File: config.mk
export PLATFORM = sky130hd
export DESIGN_NAME = rir_top
export DESIGN_NICKNAME = d
export VERILOG_FILES = /design/src/verilog/rir_pkg.sv /design/src/verilog/rir_src_if.sv /design/src/verilog/rir_top.sv /design/src/verilog/rir_flag_bank.sv /design/src/verilog/rir_line_mux.sv
export SDC_FILE = /design/constraint.sdc
export NUM_CORES = 1
export LEC_CHECK = 0
export ABC_AREA = 1
export BUFFER_PORTS_ARGS = -buffer_cell sky130_fd_sc_hd__buf_4
export CORE_UTILIZATION = 57
export CTS_CLUSTER_DIAMETER = 120
export CTS_CLUSTER_SIZE = 40
export DETAILED_ROUTE_END_ITERATION = 7
export PLACE_DENSITY = 0.86
export SYNTH_ARGS = -nofsm -noshare
export SYNTH_HDL_FRONTEND = slang
export SYNTH_SLANG_ARGS = --single-unit
export TNS_END_PERCENT = 100
File: constraint.sdc
create_clock -name i_clk -period 3.63 [get_ports i_clk]
set_clock_uncertainty 0.05 [all_clocks]
set_input_delay 0.363 -clock i_clk [delete_from_list [all_inputs] [get_ports i_clk]]
set_output_delay 0.363 -clock i_clk [all_outputs]
set_load 0.005 [all_outputs]
File: src/verilog/rir_pkg.sv
package rir_pkg;

   // ----------------------------------------------------------------
   // Register map
   // ----------------------------------------------------------------
   localparam logic [6:0] ADDR_SOURCE_ENABLE = 7'h3f;
   localparam logic [6:0] ADDR_LINE_SELECT = 7'h41;
   localparam logic [6:0] ADDR_FLAG_CLEAR = 7'h42;
   localparam logic [6:0] ADDR_FLAG_STATUS = 7'h43;

   localparam logic [7:0] RST_SOURCE_ENABLE = 8'h00;
   localparam logic [7:0] RST_LINE_SELECT = 8'h00;
   localparam logic [7:0] RST_FLAGS = 8'h00;

   localparam int SEL_B_LSB = 4;
   localparam int SEL_A_LSB = 0;

   // ----------------------------------------------------------------
   // Flag bit positions
   // ----------------------------------------------------------------
   localparam int BIT_SLEEP = 7;
   localparam int BIT_RECEIVE = 6;
   localparam int BIT_SIGNAL = 5;
   localparam int BIT_PREAMBLE = 4;
   localparam int BIT_SYNCWORD = 3;
   localparam int BIT_NODE_ID = 2;
   localparam int BIT_CHECKSUM = 1;
   localparam int BIT_PACKET = 0;

   // ----------------------------------------------------------------
   // Modes and device states
   // ----------------------------------------------------------------
   typedef enum logic [1:0] {
      RIR_MODE_DIRECT = 2'b00,
      RIR_MODE_BUFFER = 2'b01,
      RIR_MODE_PACKET = 2'b10,
      RIR_MODE_RSVD = 2'b11
   } rir_mode_t;

   localparam logic [2:0] ST_SLEEP = 3'h0;
   localparam logic [2:0] ST_STANDBY = 3'h1;
   localparam logic [2:0] ST_TUNE = 3'h2;
   localparam logic [2:0] ST_RECEIVE = 3'h3;
   localparam logic [2:0] ST_EEPROM = 3'h4;

endpackage : rir_pkg

File: src/verilog/rir_src_if.sv
`timescale 1ns/1ps
// Candidate sources for the two interrupt lines
interface rir_src_if;
   logic [7:0] flags;
   logic signal_indicator;
   logic queue_not_empty;
   logic queue_level_reached;
   logic queue_full;
   logic queue_byte_strobe;
   logic queue_overflow_event;
   rir_pkg::rir_mode_t mode;

   modport src (
      output flags, signal_indicator, queue_not_empty, queue_level_reached,
      output queue_full, queue_byte_strobe, queue_overflow_event, mode
   );
   modport sink (
      input flags, signal_indicator, queue_not_empty, queue_level_reached,
      input queue_full, queue_byte_strobe, queue_overflow_event, mode
   );
endinterface : rir_src_if

File: src/verilog/rir_top.sv
`timescale 1ns/1ps
module rir_top (
   input wire logic i_clk,
   input wire logic i_sys_rst,
   // Register port
   input wire logic [6:0] i_reg_addr,
   input wire logic i_reg_wr,
   input wire logic [7:0] i_reg_wdata,
   input wire logic i_reg_rd,
   output logic [7:0] o_reg_rdata,
   output logic o_reg_rvalid,
   // Device context
   input wire logic [1:0] i_data_mode,
   input wire logic [2:0] i_op_state,
   // Event sources
   input wire logic i_sleep_timer_on,
   input wire logic i_sleep_timer_expired,
   input wire logic i_receive_timer_on,
   input wire logic i_receive_timer_expired,
   input wire logic i_fsk_demod,
   input wire logic i_signal_above_trigger,
   input wire logic i_preamble_pass,
   input wire logic i_syncword_pass,
   input wire logic i_node_id_pass,
   input wire logic i_checksum_pass,
   input wire logic i_packet_received,
   input wire logic i_signal_indicator,
   input wire logic i_queue_not_empty,
   input wire logic i_queue_level_reached,
   input wire logic i_queue_full,
   input wire logic i_queue_byte_strobe,
   input wire logic i_queue_overflow_event,
   // Interrupt lines
   output logic o_irq_line_a,
   output logic o_irq_line_b
);

   // ----------------------------------------------------------------
   // Declarations
   // ----------------------------------------------------------------
   logic [7:0] enable_q;
   logic [7:0] select_q;
   logic [7:0] rdata_q;
   logic rvalid_q;
   logic line_a_q;
   logic line_b_q;
   logic [7:0] flags;
   logic [7:0] flag_set;
   logic [7:0] flag_clear;
   logic line_a_raw;
   logic line_b_raw;
   rir_pkg::rir_mode_t mode;

   rir_src_if src ();

   // ----------------------------------------------------------------
   // Context decode
   // ----------------------------------------------------------------
   assign mode = rir_pkg::rir_mode_t'(i_data_mode);

   wire packet_mode = (mode == rir_pkg::RIR_MODE_PACKET);
   wire queue_mode = (mode == rir_pkg::RIR_MODE_BUFFER) || packet_mode;

   // Clears only in standby, tune, receive or EEPROM
   wire clear_allowed = (i_op_state == rir_pkg::ST_STANDBY) ||
                        (i_op_state == rir_pkg::ST_TUNE) ||
                        (i_op_state == rir_pkg::ST_RECEIVE) ||
                        (i_op_state == rir_pkg::ST_EEPROM);

   // ----------------------------------------------------------------
   // Register write decode
   // ----------------------------------------------------------------
   wire wr_enable = i_reg_wr && (i_reg_addr == rir_pkg::ADDR_SOURCE_ENABLE);
   wire wr_select = i_reg_wr && (i_reg_addr == rir_pkg::ADDR_LINE_SELECT);
   wire wr_clear = i_reg_wr && (i_reg_addr == rir_pkg::ADDR_FLAG_CLEAR);

   // Clear bits follow flag order; a 0 leaves the flag
   assign flag_clear = (wr_clear && clear_allowed) ? i_reg_wdata : 8'h00;

   // Per source enables, reset to zero
   always_ff @(posedge i_clk)
   begin
      if (i_sys_rst)
         enable_q <= rir_pkg::RST_SOURCE_ENABLE;
      else if (wr_enable)
         enable_q <= i_reg_wdata;
   end

   always_ff @(posedge i_clk)
   begin
      if (i_sys_rst)
         select_q <= rir_pkg::RST_LINE_SELECT;
      else if (wr_select)
         select_q <= i_reg_wdata;
   end

   // ----------------------------------------------------------------
   // Flag set conditions
   // ----------------------------------------------------------------
   // Timer expiry only while the timer runs
   assign flag_set[rir_pkg::BIT_SLEEP] = i_sleep_timer_on &&
      i_sleep_timer_expired && enable_q[rir_pkg::BIT_SLEEP];
   assign flag_set[rir_pkg::BIT_RECEIVE] = i_receive_timer_on &&
      i_receive_timer_expired && enable_q[rir_pkg::BIT_RECEIVE];

   // Strength above trigger in FSK demodulation
   assign flag_set[rir_pkg::BIT_SIGNAL] = i_fsk_demod &&
      i_signal_above_trigger && enable_q[rir_pkg::BIT_SIGNAL];

   assign flag_set[rir_pkg::BIT_PREAMBLE] = i_preamble_pass &&
      enable_q[rir_pkg::BIT_PREAMBLE];

   assign flag_set[rir_pkg::BIT_SYNCWORD] = i_syncword_pass &&
      enable_q[rir_pkg::BIT_SYNCWORD];

   // Node id pass, packet mode only
   assign flag_set[rir_pkg::BIT_NODE_ID] = i_node_id_pass && packet_mode &&
      enable_q[rir_pkg::BIT_NODE_ID];

   assign flag_set[rir_pkg::BIT_CHECKSUM] = i_checksum_pass &&
      packet_mode && enable_q[rir_pkg::BIT_CHECKSUM];

   assign flag_set[rir_pkg::BIT_PACKET] = i_packet_received &&
      packet_mode && enable_q[rir_pkg::BIT_PACKET];

   rir_flag_bank u_flags (
      .i_clk(i_clk),
      .i_sys_rst(i_sys_rst),
      .i_set(flag_set),
      .i_clear(flag_clear),
      .o_flags(flags)
   );

   // ----------------------------------------------------------------
   // Line sources
   // ----------------------------------------------------------------
   assign src.flags = flags;
   assign src.mode = mode;
   assign src.signal_indicator = i_signal_indicator;
   // Queue levels pass straight through, gated off in direct mode
   assign src.queue_not_empty = i_queue_not_empty && queue_mode;
   assign src.queue_level_reached = i_queue_level_reached && queue_mode;
   assign src.queue_full = i_queue_full && queue_mode;
   assign src.queue_overflow_event = i_queue_overflow_event && queue_mode;
   // Byte strobe kept as a pulse, never latched
   assign src.queue_byte_strobe = i_queue_byte_strobe && queue_mode;

   rir_line_mux u_mux (
      .src(src),
      .i_sel_a(select_q[rir_pkg::SEL_A_LSB +: 4]),
      .i_sel_b(select_q[rir_pkg::SEL_B_LSB +: 4]),
      .o_line_a(line_a_raw),
      .o_line_b(line_b_raw)
   );

   // Registered lines; adds one cycle but no glitches at the pins
   always_ff @(posedge i_clk)
   begin
      if (i_sys_rst)
      begin
         line_a_q <= 1'b0;
         line_b_q <= 1'b0;
      end
      else
      begin
         line_a_q <= line_a_raw;
         line_b_q <= line_b_raw;
      end
   end

   assign o_irq_line_a = line_a_q;
   assign o_irq_line_b = line_b_q;

   // ----------------------------------------------------------------
   // Register read
   // ----------------------------------------------------------------
   // Status shows only the eight flags, no byte strobe bit
   wire [7:0] rd_mux = (i_reg_addr == rir_pkg::ADDR_SOURCE_ENABLE) ? enable_q :
                       (i_reg_addr == rir_pkg::ADDR_LINE_SELECT) ? select_q :
                       (i_reg_addr == rir_pkg::ADDR_FLAG_STATUS) ? flags :
                       8'h00;

   always_ff @(posedge i_clk)
   begin
      if (i_sys_rst)
      begin
         rdata_q <= 8'h00;
         rvalid_q <= 1'b0;
      end
      else
      begin
         rvalid_q <= i_reg_rd;
         if (i_reg_rd)
            rdata_q <= rd_mux;
      end
   end

   assign o_reg_rdata = rdata_q;
   assign o_reg_rvalid = rvalid_q;

endmodule : rir_top

File: src/verilog/rir_flag_bank.sv
`timescale 1ns/1ps
module rir_flag_bank (
   input wire logic i_clk,
   input wire logic i_sys_rst,
   input wire logic [7:0] i_set,
   input wire logic [7:0] i_clear,
   output logic [7:0] o_flags
);
   logic [7:0] flags_q;
   logic [7:0] flags_d;

   // ----------------------------------------------------------------
   // Sticky flags
   // ----------------------------------------------------------------
   // Held until cleared
   // Set wins over a same-cycle clear so no event is lost
   assign flags_d = (flags_q & ~i_clear) | i_set;

   always_ff @(posedge i_clk)
   begin
      if (i_sys_rst)
         flags_q <= rir_pkg::RST_FLAGS;
      else
         flags_q <= flags_d;
   end

   assign o_flags = flags_q;
endmodule : rir_flag_bank

File: src/verilog/rir_line_mux.sv
`timescale 1ns/1ps
module rir_line_mux (
   rir_src_if.sink src,
   input wire logic [3:0] i_sel_a,
   input wire logic [3:0] i_sel_b,
   output logic o_line_a,
   output logic o_line_b
);
   // ----------------------------------------------------------------
   // Mode dependent source map
   // ----------------------------------------------------------------
   function automatic logic pick(input logic [3:0] code);
      logic r;
      r = 1'b0;
      if (code == 4'h1)
         r = src.flags[rir_pkg::BIT_SIGNAL];
      else if (code == 4'h2)
         r = src.flags[rir_pkg::BIT_PREAMBLE];
      else if (code == 4'h3)
         r = src.flags[rir_pkg::BIT_SYNCWORD];
      else
      begin
         unique case (src.mode)
            // Direct mode map, queue sources absent
            rir_pkg::RIR_MODE_DIRECT:
               unique case (code)
                  4'h4: r = src.flags[rir_pkg::BIT_SLEEP];
                  4'h5: r = src.flags[rir_pkg::BIT_RECEIVE];
                  4'h6: r = src.signal_indicator;
                  default: r = 1'b0;
               endcase
            rir_pkg::RIR_MODE_BUFFER:
               unique case (code)
                  4'h4: r = src.flags[rir_pkg::BIT_SLEEP];
                  4'h5: r = src.flags[rir_pkg::BIT_RECEIVE];
                  4'h6: r = src.queue_not_empty;
                  4'h7: r = src.queue_level_reached;
                  4'h8: r = src.queue_full;
                  4'h9: r = src.queue_byte_strobe;
                  4'ha: r = src.queue_overflow_event;
                  4'hb: r = src.signal_indicator;
                  default: r = 1'b0;
               endcase
            rir_pkg::RIR_MODE_PACKET:
               unique case (code)
                  4'h4: r = src.flags[rir_pkg::BIT_NODE_ID];
                  4'h5: r = src.flags[rir_pkg::BIT_CHECKSUM];
                  4'h6: r = src.flags[rir_pkg::BIT_PACKET];
                  4'h7: r = src.flags[rir_pkg::BIT_SLEEP];
                  4'h8: r = src.flags[rir_pkg::BIT_RECEIVE];
                  4'h9: r = src.queue_not_empty;
                  4'ha: r = src.queue_level_reached;
                  4'hb: r = src.queue_full;
                  4'hc: r = src.queue_byte_strobe;
                  4'hd: r = src.queue_overflow_event;
                  4'he: r = src.signal_indicator;
                  // Code 1111 and 0000 stay low
                  default: r = 1'b0;
               endcase
            default: r = 1'b0;
         endcase
      end
      return r;
   endfunction : pick

   assign o_line_a = pick(i_sel_a);
   assign o_line_b = pick(i_sel_b);
endmodule : rir_line_mux

==> impl_metrics.ini, run 1 <==
[outcome]
status = finished, final reports clean

[layout]
multi_input_area_mm2 = 0.001222
area_delta_synth_final_pct = 25.86
seqCellArea_um2 = 700.7
diodes = 0
fin_area_mm2 = 0.002661
fin_util_pct = 77.32
fillCellCount = 276
final_net_count = 424
drive_above_1_share_pct = 19.21

[sta]
fin_crit_ps = 1620
rsz0062_at_grt = false
fmax_mhz = 617.3
hold_viol = 0
finalSetupTns_ps = 0
worst_pin_slew_ps = 616.2
slew_headroom_pct = 58.77
setup_viol = 0
drv_slew = 0
final.period_utilization_pct = 44.62

[synth]
postSynthAreaPerCell_um2 = 6.466
synth_seq_cells = 35
ys.flop_type = dfxtp_1
synth-seq-area-share_pct = 33.14
netlist_instances = 327
synth_top_area_share_pct = 33.14
synthTopCellsByCount = nand2_1, nand3_1, inv_1
synth.most_common_cell = nand2_1
syn_area_mm2 = 0.002115
yosysTopAreaCell = dfxtp_1
yosysWarnings = 0
synthArstFlopShare_pct = 0
synth_fp_nets = 372
yosysUniqueCellTypes = 26
synth_edf_count = 0
netlist_top_cells_area = dfxtp_1, nand2_1, nand3_1

[global_routing]
grt_pass1_wl_um = 10450
grt_pass1_vias = 2333
grt_max_degree = 19
busiest_layer = met2
grt_util_all_layers_pct = 33.45
use_met1_pct = 38.78
met2_usage_pct = 56.18
globalRouteOverflowTotal = 0
use_met3_pct = 5.839
grt_antenna_before_repair = 0

[detailed_routing]
final_antenna_net_count = 0
drt-initial-drc-count = 192
drt_wl_total_um = 6150
wl_per_cell_um = 14.44
drt_first_pass_iters = 4
vias_per_cell = 5.725
num_vias = 2439
drcViolationCount = 0

[setup_path]
crit_cells = 12
worstSetupStartpointType = register
crit_buf_inv = 2
worstSetupPathType = register to register
r2r_start = select_q[1]
reg2reg_to = o_irq_line_a
end_kind = register
path_max_fanout = 6
critPathCapture = o_irq_line_a
cpPeakStageDelay_ps = 370
cpMaxStageDelayCell = dfxtp_1
cp_common_cell = nand2_1
startpoint = select_q[1]
worstPathRequired_ps = 3820
arrival_ps = 1810
ff2ff_path_depth = 12
r2r_setup_slack_ps = 2010
cp_top_family = simple AND/OR/NAND/NOR gates
crit_chain = inv_1 -> nor2_1 -> nand3_1 -> nand2_1 -> nor2_1 -> nand3_1 -> nand2_1 -> nand3_1 -> nand2_1 -> nand4_1 -> nand2_1 -> inv_1

[hold_path]
min_path_type = input port to register
hp-start = i_preamble_pass

[floorplanning]
die_h_um = 62.91
start_util_pct = 61.43
io_pins = 52
fp.dieW_um = 62.91
die-area_mm2 = 0.003957
rows = 21
core_mm2 = 0.003442

[clock_tree]
worstSkewPairLatency_ps = 290
post_cts_buffers = 0
htreeDepth = 2
cts-root-buf = clkbuf_8
cts_buffer_depth = 2
clk_pin_slew_worst_paths_ps = 70
tritoncts = yes
cts_buffers = 5
hold_buffers = 0
clkSinkCount = 35
cts_repair_resize_count = 0

[power]
intPower_mw = 0.6984
p_seq_share_pct = 43.8
p_sw_share_pct = 20.83
p_leak_nw = 1.203
power-per-cell-area_mw_per_mm2 = 331.5
vdd_drop_max_mv = 0.2850
p_switching_mw = 0.1838
pwr-share-clk_pct = 47.0
pwr-share-comb_pct = 9.2

[placed_design]
dp_hpwl_um = 4601
globalplace.congestion = 0.9497
portBuffers = 51
placedInstanceArea_mm2 = 0.002529

[job]
cap_violations = 0
## through the flow
stage	power [mW]	cells	hold slack [ps]	setup WS, ps
after floorplan	0.4276	327	386.3	2007
after global placement	0.4741	418	396.6	1699
after detailed placement	0.4756	418	407.9	1690
after CTS	0.8784	426	300.2	1995
after global routing	0.9101	426	308.9	1790
final	0.8821	426	288.7	2010
## worst min-delay path by stage
stage / endpoint / slack [ps] / depth (start not counted)
floorplan: u_flags.o_flags[3] / 390 / 2
global placement: u_flags.o_flags[4] / 400 / 2
detailed placement: u_flags.o_flags[0] / 410 / 2
CTS: u_flags.o_flags[4] / 300 / 3
global route: u_flags.o_flags[4] / 310 / 3
finish: u_flags.o_flags[4] / 290 / 3
## per-layer routing
metal / vias to the layer above / share of wire [%]
met2: 132 / 48
li1: 1193 / -
met5: - / 0
met1: 1084 / 40
met4: 0 / 5.2
met3: 30 / 7.4
## power by group through the flow
stage / Clock [mW] / Combinational, mW / Sequential [mW]
6_report: 0.414 / 0.0815 / 0.386
5_1_grt: 0.434 / 0.0896 / 0.386
4_1_cts: 0.411 / 0.0810 / 0.386
3_5_place_dp: 0 / 0.0804 / 0.395
3_3_place_gp: 0 / 0.0789 / 0.395
2_1_floorplan: 0 / 0.0325 / 0.395
## flip-flops by register name, summed over array words and instances (netlist names)
register and cells:
o_irq_line_b 1, o_reg_rvalid 1, u_flags.o_flags 8, enable_q 8
select_q 8, o_irq_line_a 1, o_reg_rdata 8
## cell families after synthesis
logic type / count (synthesis) / synth area share, %
flops: 35 / 33.14
compound gates: 66 / 16.86
buf+inv: 50 / 9.053
xor+xnor: 1 / 0.4143
fa+ha+maj: 4 / 2.367
simple gates: 171 / 38.17
## layout make-up
cell class | instances | share of cell area, %
multi-input cells | 242 | 45.93
flip-flops and latches | 35 | 26.33
well taps | 46 | 2.163
inverters | 44 | 6.206
clock buffers | 6 | 2.727
repair buffers | 51 | 14.39
clock inverters | 2 | 2.257
## tightest hold or removal path, cell delays in order
cell	delay [ps]
buf_4	110
nand2_1	60
a21oi_1	50
## cells in the final DEF (no fill, tap or decap), drive strengths merged, types with 2 or more instances in the layout
cell type | Yosys | layout
nand3 | 56 | 56
nor3 | 3 | 3
dfxtp | 35 | 35
bufinv | 0 | 2
clkinv | 2 | 2
nand2 | 73 | 73
o221ai | 7 | 7
ha | 4 | 4
nor2 | 30 | 30
a21oi | 33 | 33
o21ai | 26 | 26
clkbuf | 4 | 6
nand4 | 5 | 5
buf | 2 | 51
inv | 42 | 42
Note: power is estimated with default switching activity, not from simulation.
==> inputs of run 2 (changes only) <==
Settings changed: CORE_UTILIZATION 57 to 48, PLACE_DENSITY 0.86 to 0.78.
Clock period 3.63 ns to 1.41 ns, I/O delays scaled along.
==> run 2 against run 1 <==
- the run now ends with negative setup slack left
- critical endpoint is now o_irq_line_b
- design area up 12%
- sequential share of layout area down 2.2 points
- largest power group is now registers
- critical path type unchanged
- non-clock buffer count up 35
- register-to-register slack worse by 2000 ps
- utilization down 5.2 points
- flip-flop and latch count unchanged
- worst hold slack worse by 210 ps
- via count up 4.2%
- first-iteration DRC count down 17%
- combinational power rose to 2.8 times the previous value
- fmax up 14%
- power up 130%
==> impl_metrics.ini, run 2 (synthesis gave the netlist of run 1 again) <==
[outcome]
status = finished with violations
violations = negative setup slack

[placed_design]
placed_cells = 455
dp_hpwl_um = 4765
placedInstanceArea_mm2 = 0.002794
globalplace.congestion = 0.8978
portBuffers = 51

[clock_tree]
htreeDepth = 2
hold_buffers = 0
tritoncts = yes
cts_buffers = 5
cts-root-buf = clkbuf_8
clk_pin_slew_worst_paths_ps = 70
clkSinkCount = 35
cts_buffer_depth = 2
worstSkewPairLatency_ps = 280

[floorplanning]
start_util_pct = 51.38
die_h_um = 68.37
die-area_mm2 = 0.004674
core_mm2 = 0.004115
io_pins = 52
rows = 23
fp.dieW_um = 68.37

[sta]
slew_headroom_pct = 67.06
setup_viol = 1
final.period_utilization_pct = 101.1
fin_crit_ps = 1425
setup_ws_ps = -14.99
worst_pin_slew_ps = 493.6
drv_slew = 0
rsz0062_at_grt = true
fmax_mhz = 701.8
hold_viol = 0

[setup_path]
worstPathRequired_ps = 1600
reg2reg_to = o_irq_line_b
cp_top_family = simple AND/OR/NAND/NOR gates
cpMaxStageDelayCell = dfxtp_2
path_max_fanout = 7
r2r_setup_slack_ps = -10
ff2ff_path_depth = 11
worstSetupPathType = register to register
worstSetupStartpointType = register
crit_buf_inv = 2
crit_chain = inv_2 -> nor2_4 -> nand3_1 -> and3_1 -> nand3_2 -> nand2_1 -> nand2_1 -> nand2_1 -> nand4_1 -> nand2_1 -> inv_1
arrival_ps = 1610
end_kind = register
cp_common_cell = nand2_1
cpPeakStageDelay_ps = 390
r2r_start = select_q[6]

[layout]
final_net_count = 459
fillCellCount = 344
drive_above_1_share_pct = 31.33
fin_cells = 465
fin_area_mm2 = 0.002969
layout_common_cells = buf_4, nand2_1, nand3_1, inv_1, a21oi_1
area_delta_synth_final_pct = 40.41
multi_input_area_mm2 = 0.001260
diodes = 0
final_common_cell = buf_4
seqCellArea_um2 = 715.7

[hold_path]
hold_depth = 3
min_path_type = input port to register
worstHoldEndpoint = u_flags.o_flags[4]
hp-start = i_preamble_pass

[detailed_routing]
vias_per_cell = 5.467
drcViolationCount = 0
drt-initial-drc-count = 159
final_antenna_net_count = 0
drt_first_pass_iters = 6
wl_per_cell_um = 13.56
drt_wl_total_um = 6305
num_vias = 2542

[power]
vdd_drop_max_mv = 0.7100
p_leak_nw = 1.366
power-per-cell-area_mw_per_mm2 = 681.5

[global_routing]
grt_pass1_wl_um = 10050
grt_pass1_vias = 2256
grt_antenna_before_repair = 0
grt_util_all_layers_pct = 29.11
globalRouteOverflowTotal = 0
grt_max_degree = 19

[job]
cap_violations = 0
## run 2: cell type report
type | instances | area share (%)
inverters | 44 | 5.563
clock buffers | 7 | 3.245
multi-input cells | 242 | 42.44
flip-flops and latches | 35 | 24.10
clock inverters | 1 | 0.2528
well taps | 50 | 2.107
repair buffers | 86 | 22.29
## run 2: tightest hold or removal path: cells and delay by family
| family | cells | cell delay (ps) |
|---|---|---|
| buffers and inverters | 1 | 110 |
| and+or+nand+nor | 1 | 60 |
| AOI/OAI and AO/OA | 1 | 60 |
## run 2: worst max-delay path by stage
stage | endpoint | slack [ps] | start | cells after the start
finish | o_irq_line_b | -10 | select_q[6] | 11
global route | o_irq_line_a | -130 | select_q[3] | 12
CTS | o_irq_line_a | 4 | select_q[1] | 13
detailed placement | o_irq_line_b | -250 | i_data_mode[0] | 15
global placement | o_irq_line_b | -220 | i_data_mode[0] | 15
floorplan | o_irq_line_b | 9 | i_data_mode[0] | 14
## run 2: layer usage
layer  GRT usage, %  routed length (µm)
met1          34.88                2623
met2          51.84                3108
met3          4.333                 441
met4          10.68                 131
met5              0                   0
## run 2: per-stage QoR
step	setup TNS [ps]	hold WS [ps]	power, mW	setup slack, ps	util, %
CTS	0	76.35	2.030	3.715	71.42
finish	-14.99	77.61	2.023	-14.99	72.15
detailed placement	-669.3	375.9	1.244	-249.4	67.89
global route	-250.0	83.95	2.089	-129.7	72.15
global placement	-550.8	354.9	1.241	-220.2	67.89
floorplan	0	238.2	1.101	9.102	-
## run 2: timing repair
| item | in CTS | in global routing |
|---|---|---|
| setup endpoints to repair | 2 | 2 |
| pin swaps | 1 | 7 |
| buffers inserted | 2 | 1 |
| resized for setup | 16 | 10 |
## run 2: report_power, final
| part | total [mW] | internal [mW] | switching (mW) |
|---|---|---|---|
| sequential | 0.991 | 0.988 | 0.00301 |
| combinational | 0.230 | 0.117 | 0.113 |
| clock | 0.802 | 0.444 | 0.358 |
